==> src/logic/bcp_defines.vh <==
// Constants for the motor commutation PWM block
// What this block does
// - Six independent PWM outputs, center or edge aligned
// - Reload interrupt every one, two, four, eight reloads
// - Override mode drives all six pins from software
// - Counter and comparators keep running while overridden
// - One 8-bit pattern sets the whole bridge
// - Complementary pairs get dead time between transitions
// - Dead time is an 8-bit cycle count
// - Dead-time register accepts first write only
// - Phase current polarity picks top or bottom width
// - Each commutation state leaves one phase open
// - Same PWM on top and diagonal bottom transistor
// - Six-state table of top and bottom pairs
// - Buffered settings apply only after load permit
// - Center mode uses 12-bit up/down counter to modulus
// - Enabled fault forces outputs off at once
`ifndef BCP_DEFINES_VH
`define BCP_DEFINES_VH
// Register word indices
`define BCP_REG_CTRL 4'h0
`define BCP_REG_MOD 4'h1
`define BCP_REG_DUTY0 4'h2
`define BCP_REG_DEAD 4'h8
`define BCP_REG_OVR 4'h9
`define BCP_REG_STATE 4'hA
`define BCP_REG_FEN 4'hB
`define BCP_REG_ISTAT 4'hC
`define BCP_REG_IMASK 4'hD
`define BCP_REG_CNT 4'hE
`define BCP_REG_SENSE 4'hF
// Control register bit positions
`define BCP_CTRL_RUN 0
`define BCP_CTRL_CENTER 1
`define BCP_CTRL_COMP 2
`define BCP_CTRL_OVR 3
`define BCP_CTRL_COMMUT 4
`define BCP_CTRL_RATE_LO 5
`define BCP_CTRL_RATE_HI 6
`define BCP_CTRL_LOAD 7
// Interrupt status bit positions
`define BCP_IRQ_RELOAD 0
`define BCP_IRQ_FAULT 1
// Reset values
`define BCP_CTRL_RST 7'h00
`define BCP_MOD_RST 12'hFFF
`define BCP_DUTY_RST 12'h000
`define BCP_DEAD_RST 8'h00
`define BCP_OVR_RST 8'h00
`endif

==> src/logic/bcp_deadtime.v <==
// Dead-time inserter for one complementary phase leg
`timescale 1ns/1ns
module bcp_deadtime #(
  parameter DW = 8
) (
  input wire sys_clk,
  input wire rst_n,
  input wire demand,
  input wire [DW-1:0] dead_cnt,
  output reg top_out,
  output reg bot_out
);

  // Last demand seen, and remaining off cycles
  reg prev_r;
  reg [DW-1:0] wait_r;

  ////////////////////////////////////////////////////////////////
  // Any demand edge turns both switches off for dead_cnt+1 cycles
  always @(posedge sys_clk) begin
    if (!rst_n) begin
      prev_r <= 1'b0;
      wait_r <= {DW{1'b0}};
      top_out <= 1'b0;
      bot_out <= 1'b0;
    end else if (demand != prev_r) begin
      // Edge: both off, start the gap
      prev_r <= demand;
      wait_r <= dead_cnt;
      top_out <= 1'b0;
      bot_out <= 1'b0;
    end else if (wait_r != {DW{1'b0}}) begin
      // Still inside the gap
      wait_r <= wait_r - {{(DW-1){1'b0}}, 1'b1};
    end else begin
      // Gap over, drive the leg
      top_out <= prev_r;
      bot_out <= ~prev_r;
    end
  end

endmodule

==> src/logic/bcp_pwm.v <==
// Six-output motor PWM with commutation, override, dead time and faults
//
// Implementation choices: the address map and strobed register access.
`timescale 1ns/1ns
`include "bcp_defines.vh"
module bcp_pwm #(
  parameter CW = 12,
  parameter NFAULT = 4
) (
  input wire sys_clk,
  input wire rst_n,
  input wire [3:0] reg_addr,
  input wire [15:0] reg_wdata,
  input wire reg_wr,
  input wire reg_rd,
  output reg [15:0] reg_rdata,
  input wire [NFAULT-1:0] fault_in,
  input wire [2:0] current_sense,
  output wire irq,
  output wire top_switch_phase_a,
  output wire bottom_switch_phase_a,
  output wire top_switch_phase_b,
  output wire bottom_switch_phase_b,
  output wire top_switch_phase_c,
  output wire bottom_switch_phase_c
);

  ////////////////////////////////////////////////////////////////
  // Declarations

  // Control fields
  reg [6:0] ctrl_r;
  reg load_permit_bit_r;
  // Buffered and active period and widths
  reg [CW-1:0] mod_buf_r;
  reg [CW-1:0] mod_act_r;
  reg [CW-1:0] duty_buf_r [0:5];
  reg [CW-1:0] duty_act_r [0:5];
  // Dead time and its write-once lock
  reg [7:0] dead_r;
  reg dead_lock_r;
  // Override pattern and commutation state
  reg [7:0] output_override_pattern_r;
  reg [2:0] state_r;
  // Fault enables
  reg [NFAULT-1:0] fen_r;
  // Interrupt status and mask
  reg [1:0] istat_r;
  reg [1:0] imask_r;
  // Period counter and direction
  reg [CW-1:0] cnt_r;
  reg [CW-1:0] cnt_nxt;
  reg dir_up_r;
  reg dir_up_nxt;
  // Reload divider for the interrupt rate
  reg [2:0] rld_div_r;
  // Registered pin levels
  reg [5:0] out_r;
  reg [5:0] out_nxt;
  // Loop index
  integer i;

  // Decoded control bits
  wire run = ctrl_r[`BCP_CTRL_RUN];
  wire center = ctrl_r[`BCP_CTRL_CENTER];
  wire comp = ctrl_r[`BCP_CTRL_COMP];
  wire ovr_en = ctrl_r[`BCP_CTRL_OVR];
  wire commut = ctrl_r[`BCP_CTRL_COMMUT];
  wire [1:0] rate = ctrl_r[`BCP_CTRL_RATE_HI:`BCP_CTRL_RATE_LO];

  // Write strobes per register
  wire wr_ctrl = reg_wr && (reg_addr == `BCP_REG_CTRL);
  wire wr_dead = reg_wr && (reg_addr == `BCP_REG_DEAD);
  wire wr_istat = reg_wr && (reg_addr == `BCP_REG_ISTAT);

  // Period start: counter at zero heading up
  wire reload = run && (cnt_r == {CW{1'b0}}) && !dir_up_r;

  // Reload interrupt divider terminal count
  wire [2:0] rld_top = (3'h1 << rate) - 3'h1;
  wire rld_evt = reload && (rld_div_r == rld_top);

  // Any enabled fault
  wire fault_now = |(fault_in & fen_r);

  ////////////////////////////////////////////////////////////////
  // Functions

  // Bridge mask per commutation state; bit order
  // 0 top A, 1 bottom A, 2 top B, 3 bottom B, 4 top C, 5 bottom C
  function [5:0] bcp_commut_mask;
    input [2:0] st;
    begin
      case (st)
        3'h0: bcp_commut_mask = 6'h06;
        3'h1: bcp_commut_mask = 6'h24;
        3'h2: bcp_commut_mask = 6'h21;
        3'h3: bcp_commut_mask = 6'h09;
        3'h4: bcp_commut_mask = 6'h18;
        3'h5: bcp_commut_mask = 6'h12;
        default: bcp_commut_mask = 6'h00;
      endcase
    end
  endfunction

  // Compare one width against the running counter
  function bcp_cmp;
    input [CW-1:0] c;
    input [CW-1:0] w;
    begin
      bcp_cmp = (c < w);
    end
  endfunction

  ////////////////////////////////////////////////////////////////
  // Register writes

  // Software-owned configuration
  always @(posedge sys_clk) begin
    if (!rst_n) begin
      ctrl_r <= `BCP_CTRL_RST;
      mod_buf_r <= `BCP_MOD_RST;
      output_override_pattern_r <= `BCP_OVR_RST;
      state_r <= 3'h0;
      fen_r <= {NFAULT{1'b0}};
      imask_r <= 2'h0;
      for (i = 0; i < 6; i = i + 1) begin
        duty_buf_r[i] <= `BCP_DUTY_RST;
      end
    end else if (reg_wr) begin
      case (reg_addr)
        `BCP_REG_CTRL: ctrl_r <= reg_wdata[6:0];
        `BCP_REG_MOD: mod_buf_r <= reg_wdata[CW-1:0];
        // One write holds every pin level at once
        `BCP_REG_OVR: output_override_pattern_r <= reg_wdata[7:0];
        `BCP_REG_STATE: state_r <= reg_wdata[2:0];
        `BCP_REG_FEN: fen_r <= reg_wdata[NFAULT-1:0];
        `BCP_REG_IMASK: imask_r <= reg_wdata[1:0];
        default: begin
          // Width buffers live at consecutive indices
          for (i = 0; i < 6; i = i + 1) begin
            if (reg_addr == `BCP_REG_DUTY0 + i[3:0]) begin
              duty_buf_r[i] <= reg_wdata[CW-1:0];
            end
          end
        end
      endcase
    end
  end

  // Dead time is locked after its first write
  always @(posedge sys_clk) begin
    if (!rst_n) begin
      dead_r <= `BCP_DEAD_RST;
      dead_lock_r <= 1'b0;
    end else if (wr_dead && !dead_lock_r) begin
      dead_r <= reg_wdata[7:0];
      dead_lock_r <= 1'b1;
    end
  end

  ////////////////////////////////////////////////////////////////
  // Load permit and buffer transfer

  // Permit set by software, cleared when consumed; set wins
  always @(posedge sys_clk) begin
    if (!rst_n) begin
      load_permit_bit_r <= 1'b0;
    end else if (wr_ctrl && reg_wdata[`BCP_CTRL_LOAD]) begin
      load_permit_bit_r <= 1'b1;
    end else if (reload) begin
      load_permit_bit_r <= 1'b0;
    end
  end

  // Active values change only at a permitted reload
  always @(posedge sys_clk) begin
    if (!rst_n) begin
      mod_act_r <= `BCP_MOD_RST;
      for (i = 0; i < 6; i = i + 1) begin
        duty_act_r[i] <= `BCP_DUTY_RST;
      end
    end else if (reload && load_permit_bit_r) begin
      mod_act_r <= mod_buf_r;
      for (i = 0; i < 6; i = i + 1) begin
        duty_act_r[i] <= duty_buf_r[i];
      end
    end
  end

  ////////////////////////////////////////////////////////////////
  // Period counter, independent of override

  // Next count: up/down in center mode, up-only in edge mode
  always @* begin
    cnt_nxt = cnt_r;
    dir_up_nxt = dir_up_r;
    if (!run) begin
      // Stopped: park at period start
      cnt_nxt = {CW{1'b0}};
      dir_up_nxt = 1'b0;
    end else if (center) begin
      if (dir_up_r) begin
        // Turn around at the modulus
        if (cnt_r >= mod_act_r) begin
          dir_up_nxt = 1'b0;
          cnt_nxt = cnt_r - {{(CW-1){1'b0}}, 1'b1};
        end else begin
          cnt_nxt = cnt_r + {{(CW-1){1'b0}}, 1'b1};
        end
      end else if (cnt_r == {CW{1'b0}}) begin
        // Bottom reached, climb again
        dir_up_nxt = 1'b1;
        cnt_nxt = {{(CW-1){1'b0}}, 1'b1};
      end else begin
        cnt_nxt = cnt_r - {{(CW-1){1'b0}}, 1'b1};
      end
    end else begin
      // Edge mode wraps after modulus-1
      dir_up_nxt = 1'b0;
      if ({1'b0, cnt_r} + {{CW{1'b0}}, 1'b1} >= {1'b0, mod_act_r}) begin
        cnt_nxt = {CW{1'b0}};
      end else begin
        cnt_nxt = cnt_r + {{(CW-1){1'b0}}, 1'b1};
      end
    end
  end

  // Counter flops keep running in every output mode
  always @(posedge sys_clk) begin
    if (!rst_n) begin
      cnt_r <= {CW{1'b0}};
      dir_up_r <= 1'b0;
    end else begin
      cnt_r <= cnt_nxt;
      dir_up_r <= dir_up_nxt;
    end
  end

  // Count reloads toward the selected interrupt rate
  always @(posedge sys_clk) begin
    if (!rst_n) begin
      rld_div_r <= 3'h0;
    end else if (rld_evt) begin
      rld_div_r <= 3'h0;
    end else if (reload) begin
      rld_div_r <= rld_div_r + 3'h1;
    end
  end

  ////////////////////////////////////////////////////////////////
  // Comparators and complementary legs

  // Raw independent channels
  wire [5:0] raw_pwm;
  // Leg outputs after dead time
  wire [2:0] leg_top;
  wire [2:0] leg_bot;

  genvar g;
  generate
    for (g = 0; g < 6; g = g + 1) begin : g_cmp
      // One comparator per channel
      assign raw_pwm[g] = run && bcp_cmp(cnt_r, duty_act_r[g]);
    end
    for (g = 0; g < 3; g = g + 1) begin : g_leg
      // Current polarity selects the top or bottom width
      wire [CW-1:0] leg_w = current_sense[g] ? duty_act_r[2*g] : duty_act_r[2*g+1];
      wire leg_dem = run && bcp_cmp(cnt_r, leg_w);
      bcp_deadtime #(
        .DW(8)
      ) u_dt (
        .sys_clk(sys_clk),
        .rst_n(rst_n),
        .demand(leg_dem),
        .dead_cnt(dead_r),
        .top_out(leg_top[g]),
        .bot_out(leg_bot[g])
      );
    end
  endgenerate

  // Interleave legs into pin order
  wire [5:0] comp_vec = {leg_bot[2], leg_top[2], leg_bot[1], leg_top[1],
                         leg_bot[0], leg_top[0]};

  // Commutation: channel 0 waveform on the masked pair
  wire [5:0] commut_vec = {6{raw_pwm[0]}} & bcp_commut_mask(state_r);

  ////////////////////////////////////////////////////////////////
  // Output selection

  // Priority: fault, override, commutation, complementary, independent
  always @* begin
    if (fault_now) begin
      out_nxt = 6'h00;
    end else if (ovr_en) begin
      out_nxt = output_override_pattern_r[5:0];
    end else if (commut) begin
      out_nxt = commut_vec;
    end else if (comp) begin
      out_nxt = comp_vec;
    end else begin
      out_nxt = raw_pwm;
    end
  end

  // All six pins register on the same edge
  always @(posedge sys_clk) begin
    if (!rst_n) begin
      out_r <= 6'h00;
    end else begin
      out_r <= out_nxt;
    end
  end

  // Fault also gates the pins without waiting an edge
  wire [5:0] pins = out_r & ~{6{fault_now}};

  assign top_switch_phase_a = pins[0];
  assign bottom_switch_phase_a = pins[1];
  assign top_switch_phase_b = pins[2];
  assign bottom_switch_phase_b = pins[3];
  assign top_switch_phase_c = pins[4];
  assign bottom_switch_phase_c = pins[5];

  ////////////////////////////////////////////////////////////////
  // Interrupts

  // Sticky events, write one to clear, set wins over clear
  always @(posedge sys_clk) begin
    if (!rst_n) begin
      istat_r <= 2'h0;
    end else begin
      istat_r[`BCP_IRQ_RELOAD] <= rld_evt ||
        (istat_r[`BCP_IRQ_RELOAD] && !(wr_istat && reg_wdata[`BCP_IRQ_RELOAD]));
      istat_r[`BCP_IRQ_FAULT] <= fault_now ||
        (istat_r[`BCP_IRQ_FAULT] && !(wr_istat && reg_wdata[`BCP_IRQ_FAULT]));
    end
  end

  // Level output while any unmasked bit is set
  assign irq = |(istat_r & imask_r);

  ////////////////////////////////////////////////////////////////
  // Register reads, data one cycle after the strobe

  always @(posedge sys_clk) begin
    if (!rst_n) begin
      reg_rdata <= 16'h0000;
    end else if (reg_rd) begin
      case (reg_addr)
        `BCP_REG_CTRL: reg_rdata <= {8'h00, load_permit_bit_r, ctrl_r};
        `BCP_REG_MOD: reg_rdata <= {{(16-CW){1'b0}}, mod_buf_r};
        `BCP_REG_DEAD: reg_rdata <= {7'h00, dead_lock_r, dead_r};
        `BCP_REG_OVR: reg_rdata <= {8'h00, output_override_pattern_r};
        `BCP_REG_STATE: reg_rdata <= {13'h0000, state_r};
        `BCP_REG_FEN: reg_rdata <= {{(16-NFAULT){1'b0}}, fen_r};
        `BCP_REG_ISTAT: reg_rdata <= {14'h0000, istat_r};
        `BCP_REG_IMASK: reg_rdata <= {14'h0000, imask_r};
        `BCP_REG_CNT: reg_rdata <= {{(15-CW){1'b0}}, dir_up_r, cnt_r};
        `BCP_REG_SENSE: reg_rdata <= {7'h00, pins, current_sense[2:0]} & 16'h01FF;
        default: reg_rdata <= {{(16-CW){1'b0}}, duty_buf_r[reg_addr[2:0] - 3'h2]};
      endcase
    end else begin
      reg_rdata <= 16'h0000;
    end
  end

endmodule

==> config.mk <==
export PLATFORM = sky130hd
export DESIGN_NAME = bcp_pwm
export DESIGN_NICKNAME = d
export VERILOG_FILES = /design/src/logic/bcp_deadtime.v /design/src/logic/bcp_pwm.v
export VERILOG_INCLUDE_DIRS = /design/src /design/src/logic
export SDC_FILE = /design/constraint.sdc
export NUM_CORES = 1
export LEC_CHECK = 0
export BUFFER_PORTS_ARGS = -buffer_cell sky130_fd_sc_hd__buf_2
export CORE_ASPECT_RATIO = 0.8
export CORE_UTILIZATION = 50
export CTS_CLUSTER_DIAMETER = 60
export DETAILED_ROUTE_END_ITERATION = 6
export PLACE_DENSITY = 0.69
export SLEW_MARGIN = 20
export SYNTH_ARGS = -nofsm -noshare
export SYNTH_HDL_FRONTEND = slang
export SYNTH_SLANG_ARGS = --single-unit
==> constraint.sdc <==
create_clock -name sys_clk -period 4.2 [get_ports sys_clk]
set_clock_uncertainty 0.2 [all_clocks]
set_input_delay 0.63 -clock sys_clk [delete_from_list [all_inputs] [get_ports sys_clk]]
set_output_delay 0.63 -clock sys_clk [all_outputs]
set_load 0.02 [all_outputs]
Word-level counts from Yosys, hierarchy flattened
Memory sizes are Yosys's and may differ from the RTL's.
Index checks and enable logic that the tools add are counted.
{"block": "word_totals", "register_bits": 131, "mem_bits_ro": 0, "input_bits": 31, "out_inout_bits": 23, "elab_cells": 221, "mem_count": 2, "mem_bits_rw": 144, "latchBits": 0}
{"name": "duty_act_r", "depth": 6, "word_bits": 12, "rd": 6, "rd_ports_with_merged_regs": 0, "wr": 6, "line_no": "bcp_pwm.v:38", "rtl": "reg [CW-1:0] duty_act_r [0:5];"}
{"name": "duty_buf_r", "depth": 6, "word_bits": 12, "rd": 7, "rd_ports_with_merged_regs": 0, "wr": 6, "line_no": "bcp_pwm.v:37", "rtl": "reg [CW-1:0] duty_buf_r [0:5];"}
{"block": "classes", "shifts": 1, "multipliers": 0, "muxes": 70, "bitwise_logic": 21, "magnitude_cmp": 11, "n_eq_ne": 24, "div_mod_pow": 0, "n_addsub": 9, "reduce_logical": 55}
{"operator": "two-way mux 12 bit", "n": 20}
{"operator": "one-hot mux 13 bit (10 select lines)", "n": 1}
{"operator": "< comparator 12 bit", "n": 9}
{"operator": "two-way mux 8 bit", "n": 6}
{"operator": "two-way mux 1 bit", "n": 39}
{"operator": "one-hot mux 6 bit (6 select lines)", "n": 1}
{"operator": "equality test 4 bit, second input constant", "n": 8}
{"operator": "nonzero test 8 bit", "n": 3}
{"operator": "subtractor 8 x 1 -> 8 bit, second input constant", "n": 3}
{"operator": "logical AND 1 bit", "n": 22}
{"operator": "two-way mux 6 bit", "n": 3}
{"operator": "equality test 4 x 3 -> 1 bit, second input constant", "n": 4}
{"operator": "AND reduction 2 bit", "n": 8}
{"operator": "adder 12 x 1 -> 13 bit, second input constant", "n": 1}
{"operator": "greater-or-equal comparator 13 x 12 -> 1 bit", "n": 1}
{"operator": "adder 12 x 1 -> 12 bit, second input constant", "n": 1}
{"operator": "bitwise AND 6 bit", "n": 2}
{"operator": "greater-or-equal comparator 12 bit", "n": 1}
{"operator": "zero test 12 bit", "n": 1}
{"operator": "bitwise OR 1 bit", "n": 12}
{"operator": "subtractor 12 x 1 -> 12 bit, second input constant", "n": 1}
{"operator": "OR reduction 2 bit", "n": 5}
{"operator": "equality test 4 x 2 -> 1 bit, second input constant", "n": 2}
{"operator": "nonzero test 2 bit", "n": 4}
{"operator": "other kinds (22)", "n": 33}

Longest topological paths before layout
{"block": "depth", "ltp_word": 8, "mapped_depth": 13}

Cells and area by module
Synthesis repeated with hierarchy kept, for this count alone.
{"block": "hier_totals", "cells_unflattened": 1558, "hier_area_um2": 15579.9}
{"mod": "bcp_pwm", "cells_each": 1363, "area_each_um2": 13834.5, "n_inst": 1, "seq_area_each_um2": 6226.0}
{"mod": "bcp_deadtime", "cells_each": 65, "area_each_um2": 581.8, "n_inst": 3, "seq_area_each_um2": 220.2}

Least setup slack after synthesis
Ideal clock, no wire load.
{"block": "synth_path", "path_type": "input port to flip-flop", "start": "input port current_sense[1]", "end": "register g_leg[1].u_dt.top_out", "path_buffers": 3, "path_stages": 10, "arrival_time_ps": 3006, "path_slack_ps": 860, "path_cell_list": "buf_4 -> clkbuf_1 -> mux2i_1 -> ha_1 -> a21o_1 -> a21oi_1 -> or4b_1 -> and3_1 -> buf_6 -> nor4b_1"}
{"block": "synth_via", "elab_chain_cells": 5}
{"element": "start: declaration", "line_no": "bcp_pwm.v:18", "rtl": "input wire [2:0] current_sense,"}
{"element": "two-way mux 12 bit", "line_no": "bcp_pwm.v:268", "rtl": "wire [CW-1:0] leg_w = current_sense[g] ? duty_act_r[2*g] : duty_act_r[2*g+1];"}
{"element": "< comparator 12 bit", "line_no": "bcp_pwm.v:111", "rtl": "bcp_cmp = (c < w);"}
{"element": "logical AND 1 bit", "line_no": "bcp_pwm.v:269", "rtl": "wire leg_dem = run && bcp_cmp(cnt_r, leg_w);"}
{"element": "inequality test 1 bit", "line_no": "bcp_deadtime.v:26", "rtl": "end else if (demand != prev_r) begin"}
{"element": "OR reduction 2 bit (no source line)"}
{"element": "end signal: assignment", "line_no": "bcp_deadtime.v:37", "rtl": "top_out <= prev_r;"}
{"element": "end: declaration", "line_no": "bcp_deadtime.v:10", "rtl": "output reg top_out,"}
Every way passes these cells.
A chain may end at the register's enable or synchronous reset.

Worst setup path after layout
{"block": "layout_path", "start": "register cnt_r[0]", "end": "register cnt_r[11]"}
{"block": "layout_via", "elab_chain_cells": 4}
{"element": "start: declaration", "line_no": "bcp_pwm.v:51", "rtl": "reg [CW-1:0] cnt_r;"}
{"element": "start signal: assignment", "line_no": "bcp_pwm.v:232", "rtl": "cnt_r <= {CW{1'b0}};"}
{"element": "start signal: assignment", "line_no": "bcp_pwm.v:235", "rtl": "cnt_r <= cnt_nxt;"}
{"element": "adder 12 x 1 -> 13 bit, or another cell as far along", "line_no": "bcp_pwm.v:221", "rtl": "if ({1'b0, cnt_r} + {{CW{1'b0}}, 1'b1} >= {1'b0, mod_act_r}) begin"}
{"element": "greater-or-equal comparator 13 x 12 -> 1 bit, or another cell as far along", "line_no": "bcp_pwm.v:221"}
{"element": "two-way mux 12 bit (on tied branches)", "line_no": "bcp_pwm.v:221, bcp_pwm.v:203"}
{"element": "two-way mux 12 bit (*)", "line_no": "bcp_pwm.v:202", "rtl": "end else if (center) begin"}
Every way passes the cells marked *; elsewhere a longest branch is shown, timed or not.

==> flow_metrics.py <==
metrics = {
    "setup_path": {
        "cp.buffers_inverters": 0,
        "end_kind": "flip-flop",
        "critPathMaxStageDelay_ps": 560,
        "critPathRequiredTime_ps": 4500,
        "cp.arrival_ps": 3930,
        "slowest_stage": "nor3_1",
        "critical_path_class": "flip-flop to flip-flop",
        "crit_fanout": 9,
        "crit_family": "compound AO/OA/AOI/OAI gates",
        "worstPathCellList": "ha_1 > nand3_1 > nor3_1 > xor2_1 > ha_1 > nand3_1 > a211oi_1 > a2111oi_2 > o21ai_1 > o21ai_2 > o2bb2ai_1",
        "crit_path_start_kind": "flip-flop",
    },
    "cts": {
        "clkSinkCount": 272,
        "cts_buffer_depth": 3,
        "clk-insertion-delay-late_ps": 580,
        "post_cts_buffers": 0,
        "cts_resized": 0,
        "ctsHtreeMaxLevel": 1,
        "ctsHoldBuffers": 0,
        "tritoncts": "built",
        "cts_root_buf": "clkbuf_16",
        "numCtsBuffers": 29,
        "clk_pin_slew_ps": 70,
    },
    "placed_design": {
        "globalplace.congestion": 0.973,
        "numPortBuffers": 46,
        "hpwl_mm": 34.5,
        "placed_area_um2": 16400,
    },
    "cells_and_area": {
        "design_area_um2": 17300,
        "antenna_cells": 0,
        "drive_gt1_share_pct": 10.8,
        "final_nets": 1736,
        "final_util_pct": 56.6,
        "synthToLayoutAreaGrowth_pct": 10.6,
    },
    "route": {
        "drt-initial-drc-count": 1611,
        "ant_nets": 0,
        "via_per_inst": 6.05,
        "postRouteWirelength_mm": 46.5,
        "wl_met2_mm": 19.2,
        "top_layer": "met5",
        "vias": 12164,
        "dr.pass1.iters": 7,
        "drt-met1-wl_mm": 20.9,
        "drc": 4,
        "avgRoutedWirePerCell_um": 23.2,
        "wl_met3_mm": 4.96,
    },
    "synthesis": {
        "yosys_warnings": 0,
        "synthSimpleGateAreaFrac_pct": 17.8,
        "yosysSeqAreaShare_pct": 43.9,
        "synth-xor-area-share_pct": 2.12,
        "synth.avg_cell_area_um2": 10.2,
        "synth.area.mux_share_pct": 8.29,
        "yosysUniqueCellTypes": 84,
        "synthArstFlopShare_pct": 0,
        "synthCells": 1544,
        "synthAdderAreaFrac_pct": 10.4,
        "synth_compound_area_share_pct": 12.7,
        "synth_edf_count": 144,
        "synth_area_um2": 15700,
        "synth-main-ff-cell": "edfxtp_1",
        "synth_top_family_by_area": "simple AND/OR/NAND/NOR gates",
        "synth_seq_cells": 272,
    },
    "timing": {
        "fin_setup_tns_ps": 0,
        "relSlewSlack_pct": 31.1,
        "post-route-min-period_ps": 3630,
        "clock.fmax_ghz": 0.275,
        "finalHoldViolCount": 0,
        "hold_ws_ps": 209,
        "post-route-period-util_pct": 86.5,
        "worst_slew_pin_slew_ps": 1030,
        "setup_viol": 0,
        "maxSlewViolCount": 0,
        "grt_setup_unrepaired": "false",
    },
    "die": {
        "num_rows": 57,
        "dieArea_um2": 32100,
        "ioPinCount": 54,
        "die_w_um": 200,
        "die_h_um": 160,
        "start_util_pct": 51.2,
        "core_area_um2": 30600,
    },
    "power_and_ir_drop": {
        "power_density_nw_per_um2": 387,
        "ir_drop_mv": 0.317,
        "p_leak_nw": 7.54,
    },
    "global_routing": {
        "antenna_found_initial": 1,
        "grt_overflow": 0,
        "grt_max_degree": 85,
        "track_usage_pct": 29.2,
        "grt_pass1_wl_mm": 69.4,
        "grt_pass1_vias": 11171,
    },
    "job": {
        "maxCapViolations": 0,
    },
    "status": {
        "violations": "DRC",
        "status": "finished, violations left",
    },
    "worst_hold_path": {
        "hold_path.class": "input port to flip-flop",
    },
}
-- cell type report --
type | instances | area [µm²]
clock buffers | 44 | 890
clock inverters | 9 | 85.1
fillers | 2603 | 13300
inverters | 95 | 357
multi-input cells | 1092 | 8060
flip-flops and latches | 272 | 6890
well taps | 413 | 517
repair buffers | 85 | 536
-- cells in the mapped netlist (5+ instances only) --
library cell  count  area share (%)
a211oi_1         10            0.48
a21o_1           33             1.6
a21oi_1          68             2.2
a221oi_1          7            0.39
a222oi_1          7            0.45
a22oi_1          10            0.48
a31oi_1          11            0.44
and2_1          153             6.1
and3_1           16            0.64
buf_1             8            0.19
buf_2            11            0.35
buf_4             6            0.29
clkbuf_1         52             1.2
clkbuf_2          8            0.26
dfxtp_1         128              16
edfxtp_1        144              28
ha_1            130              10
inv_1            95             2.3
mux2_2            7            0.50
mux2i_1          95             6.1
mux4_2           12             1.7
nand2_1         116             2.8
nand2b_1         17            0.68
nand3_1          51             1.6
nand3b_1          5            0.24
nand4_1           9            0.36
nor2_1           83             2.0
nor2b_1          13            0.52
nor3_1           15            0.48
nor3b_1           6            0.29
o211ai_1         11            0.53
o21ai_0          32             1.0
o22a_1           12            0.67
o22ai_1          12            0.48
o2bb2ai_1         9            0.50
o31ai_1           9            0.43
or3_1             7            0.28
xnor2_1          20             1.1
xor2_1           16            0.89
-- layout by cell type, fill, tap and decap left out, types with 12 or more instances in the layout --
cell type / n
nor2_1: 83
nand2_1: 115
a21o_1: 33
clkbuf_16: 32
nor3_1: 15
xor2_1: 16
nand3_1: 51
buf_2: 46
and2_1: 153
buf_4: 38
xnor2_1: 20
mux2i_1: 95
o22a_1: 12
nand2b_1: 17
a21oi_1: 68
inv_1: 95
o22ai_1: 12
and3_1: 16
ha_1: 130
o21ai_0: 30
nor2b_1: 13
mux4_2: 12
edfxtp_1: 144
dfxtp_1: 128
-- per-layer routing --
| metal | global-route usage [%] | vias up |
|---|---|---|
| li1 | - | 5636 |
| met1 | 45.2 | 5823 |
| met2 | 40.9 | 612 |
| met3 | 5.25 | 91 |
| met4 | 9.13 | 2 |
| met5 | 0 | - |
-- state kept, by name, summed over array words and instances, names as in the netlist, 4 cells and up --
register and cells:
duty_act_r 72, duty_buf_r 72, g_leg.u_dt.wait_r 24, reg_rdata 13, cnt_r 12, mod_act_r 12
mod_buf_r 12, dead_r 8, output_override_pattern_r 8, ctrl_r 7, out_r 6, fen_r 4
-- kinds of logic after synthesis --
kind of cell    Yosys count
compound gates          282
fa+ha+maj               130
other cells               1
simple gates            526
buf+inv                 182
xor+xnor                 37
flops                   272
mux                     114
-- report_power, final --
| group | internal [W] | leakage (nW) | switching (W) |
|---|---|---|---|
| logic | 0.000403 | 4.57 | 0.000565 |
| registers | 0.00297 | 2.47 | 0.000142 |
| clock network | 0.00153 | 0.493 | 0.00110 |
-- final timing paths --
kind	start	end	slack, ps	cells past startpoint
worst max-delay path	cnt_r[0]	cnt_r[11]	570	11
worst min-delay path	reg_wdata[11]	mod_buf_r[11]	210	3
worst max register to register	cnt_r[0]	cnt_r[11]	570	11
worst min register to register	g_leg[0].u_dt.top_out	g_leg[0].u_dt.top_out	280	2
-- stage by stage --
stage / setup slack [ps] / total power, W / std cells
2_1_floorplan: 860 / 0.00384 / 1546
3_3_place_gp: 651 / 0.00408 / 1957
3_5_place_dp: 547 / 0.00411 / 1957
4_1_cts: 583 / 0.00670 / 2010
5_1_grt: 309 / 0.00693 / 2010
6_report: 565 / 0.00670 / 2010
-- worst register-to-register path: cells and delay by family (launching register included) --
kind / cells / cell delay, ps
simple gates: 3 / 800
xor+xnor: 1 / 310
flops: 1 / 540
compound gates: 5 / 1140
fa+ha+maj: 2 / 580
No activity file was read; power rests on OpenSTA's default activity.
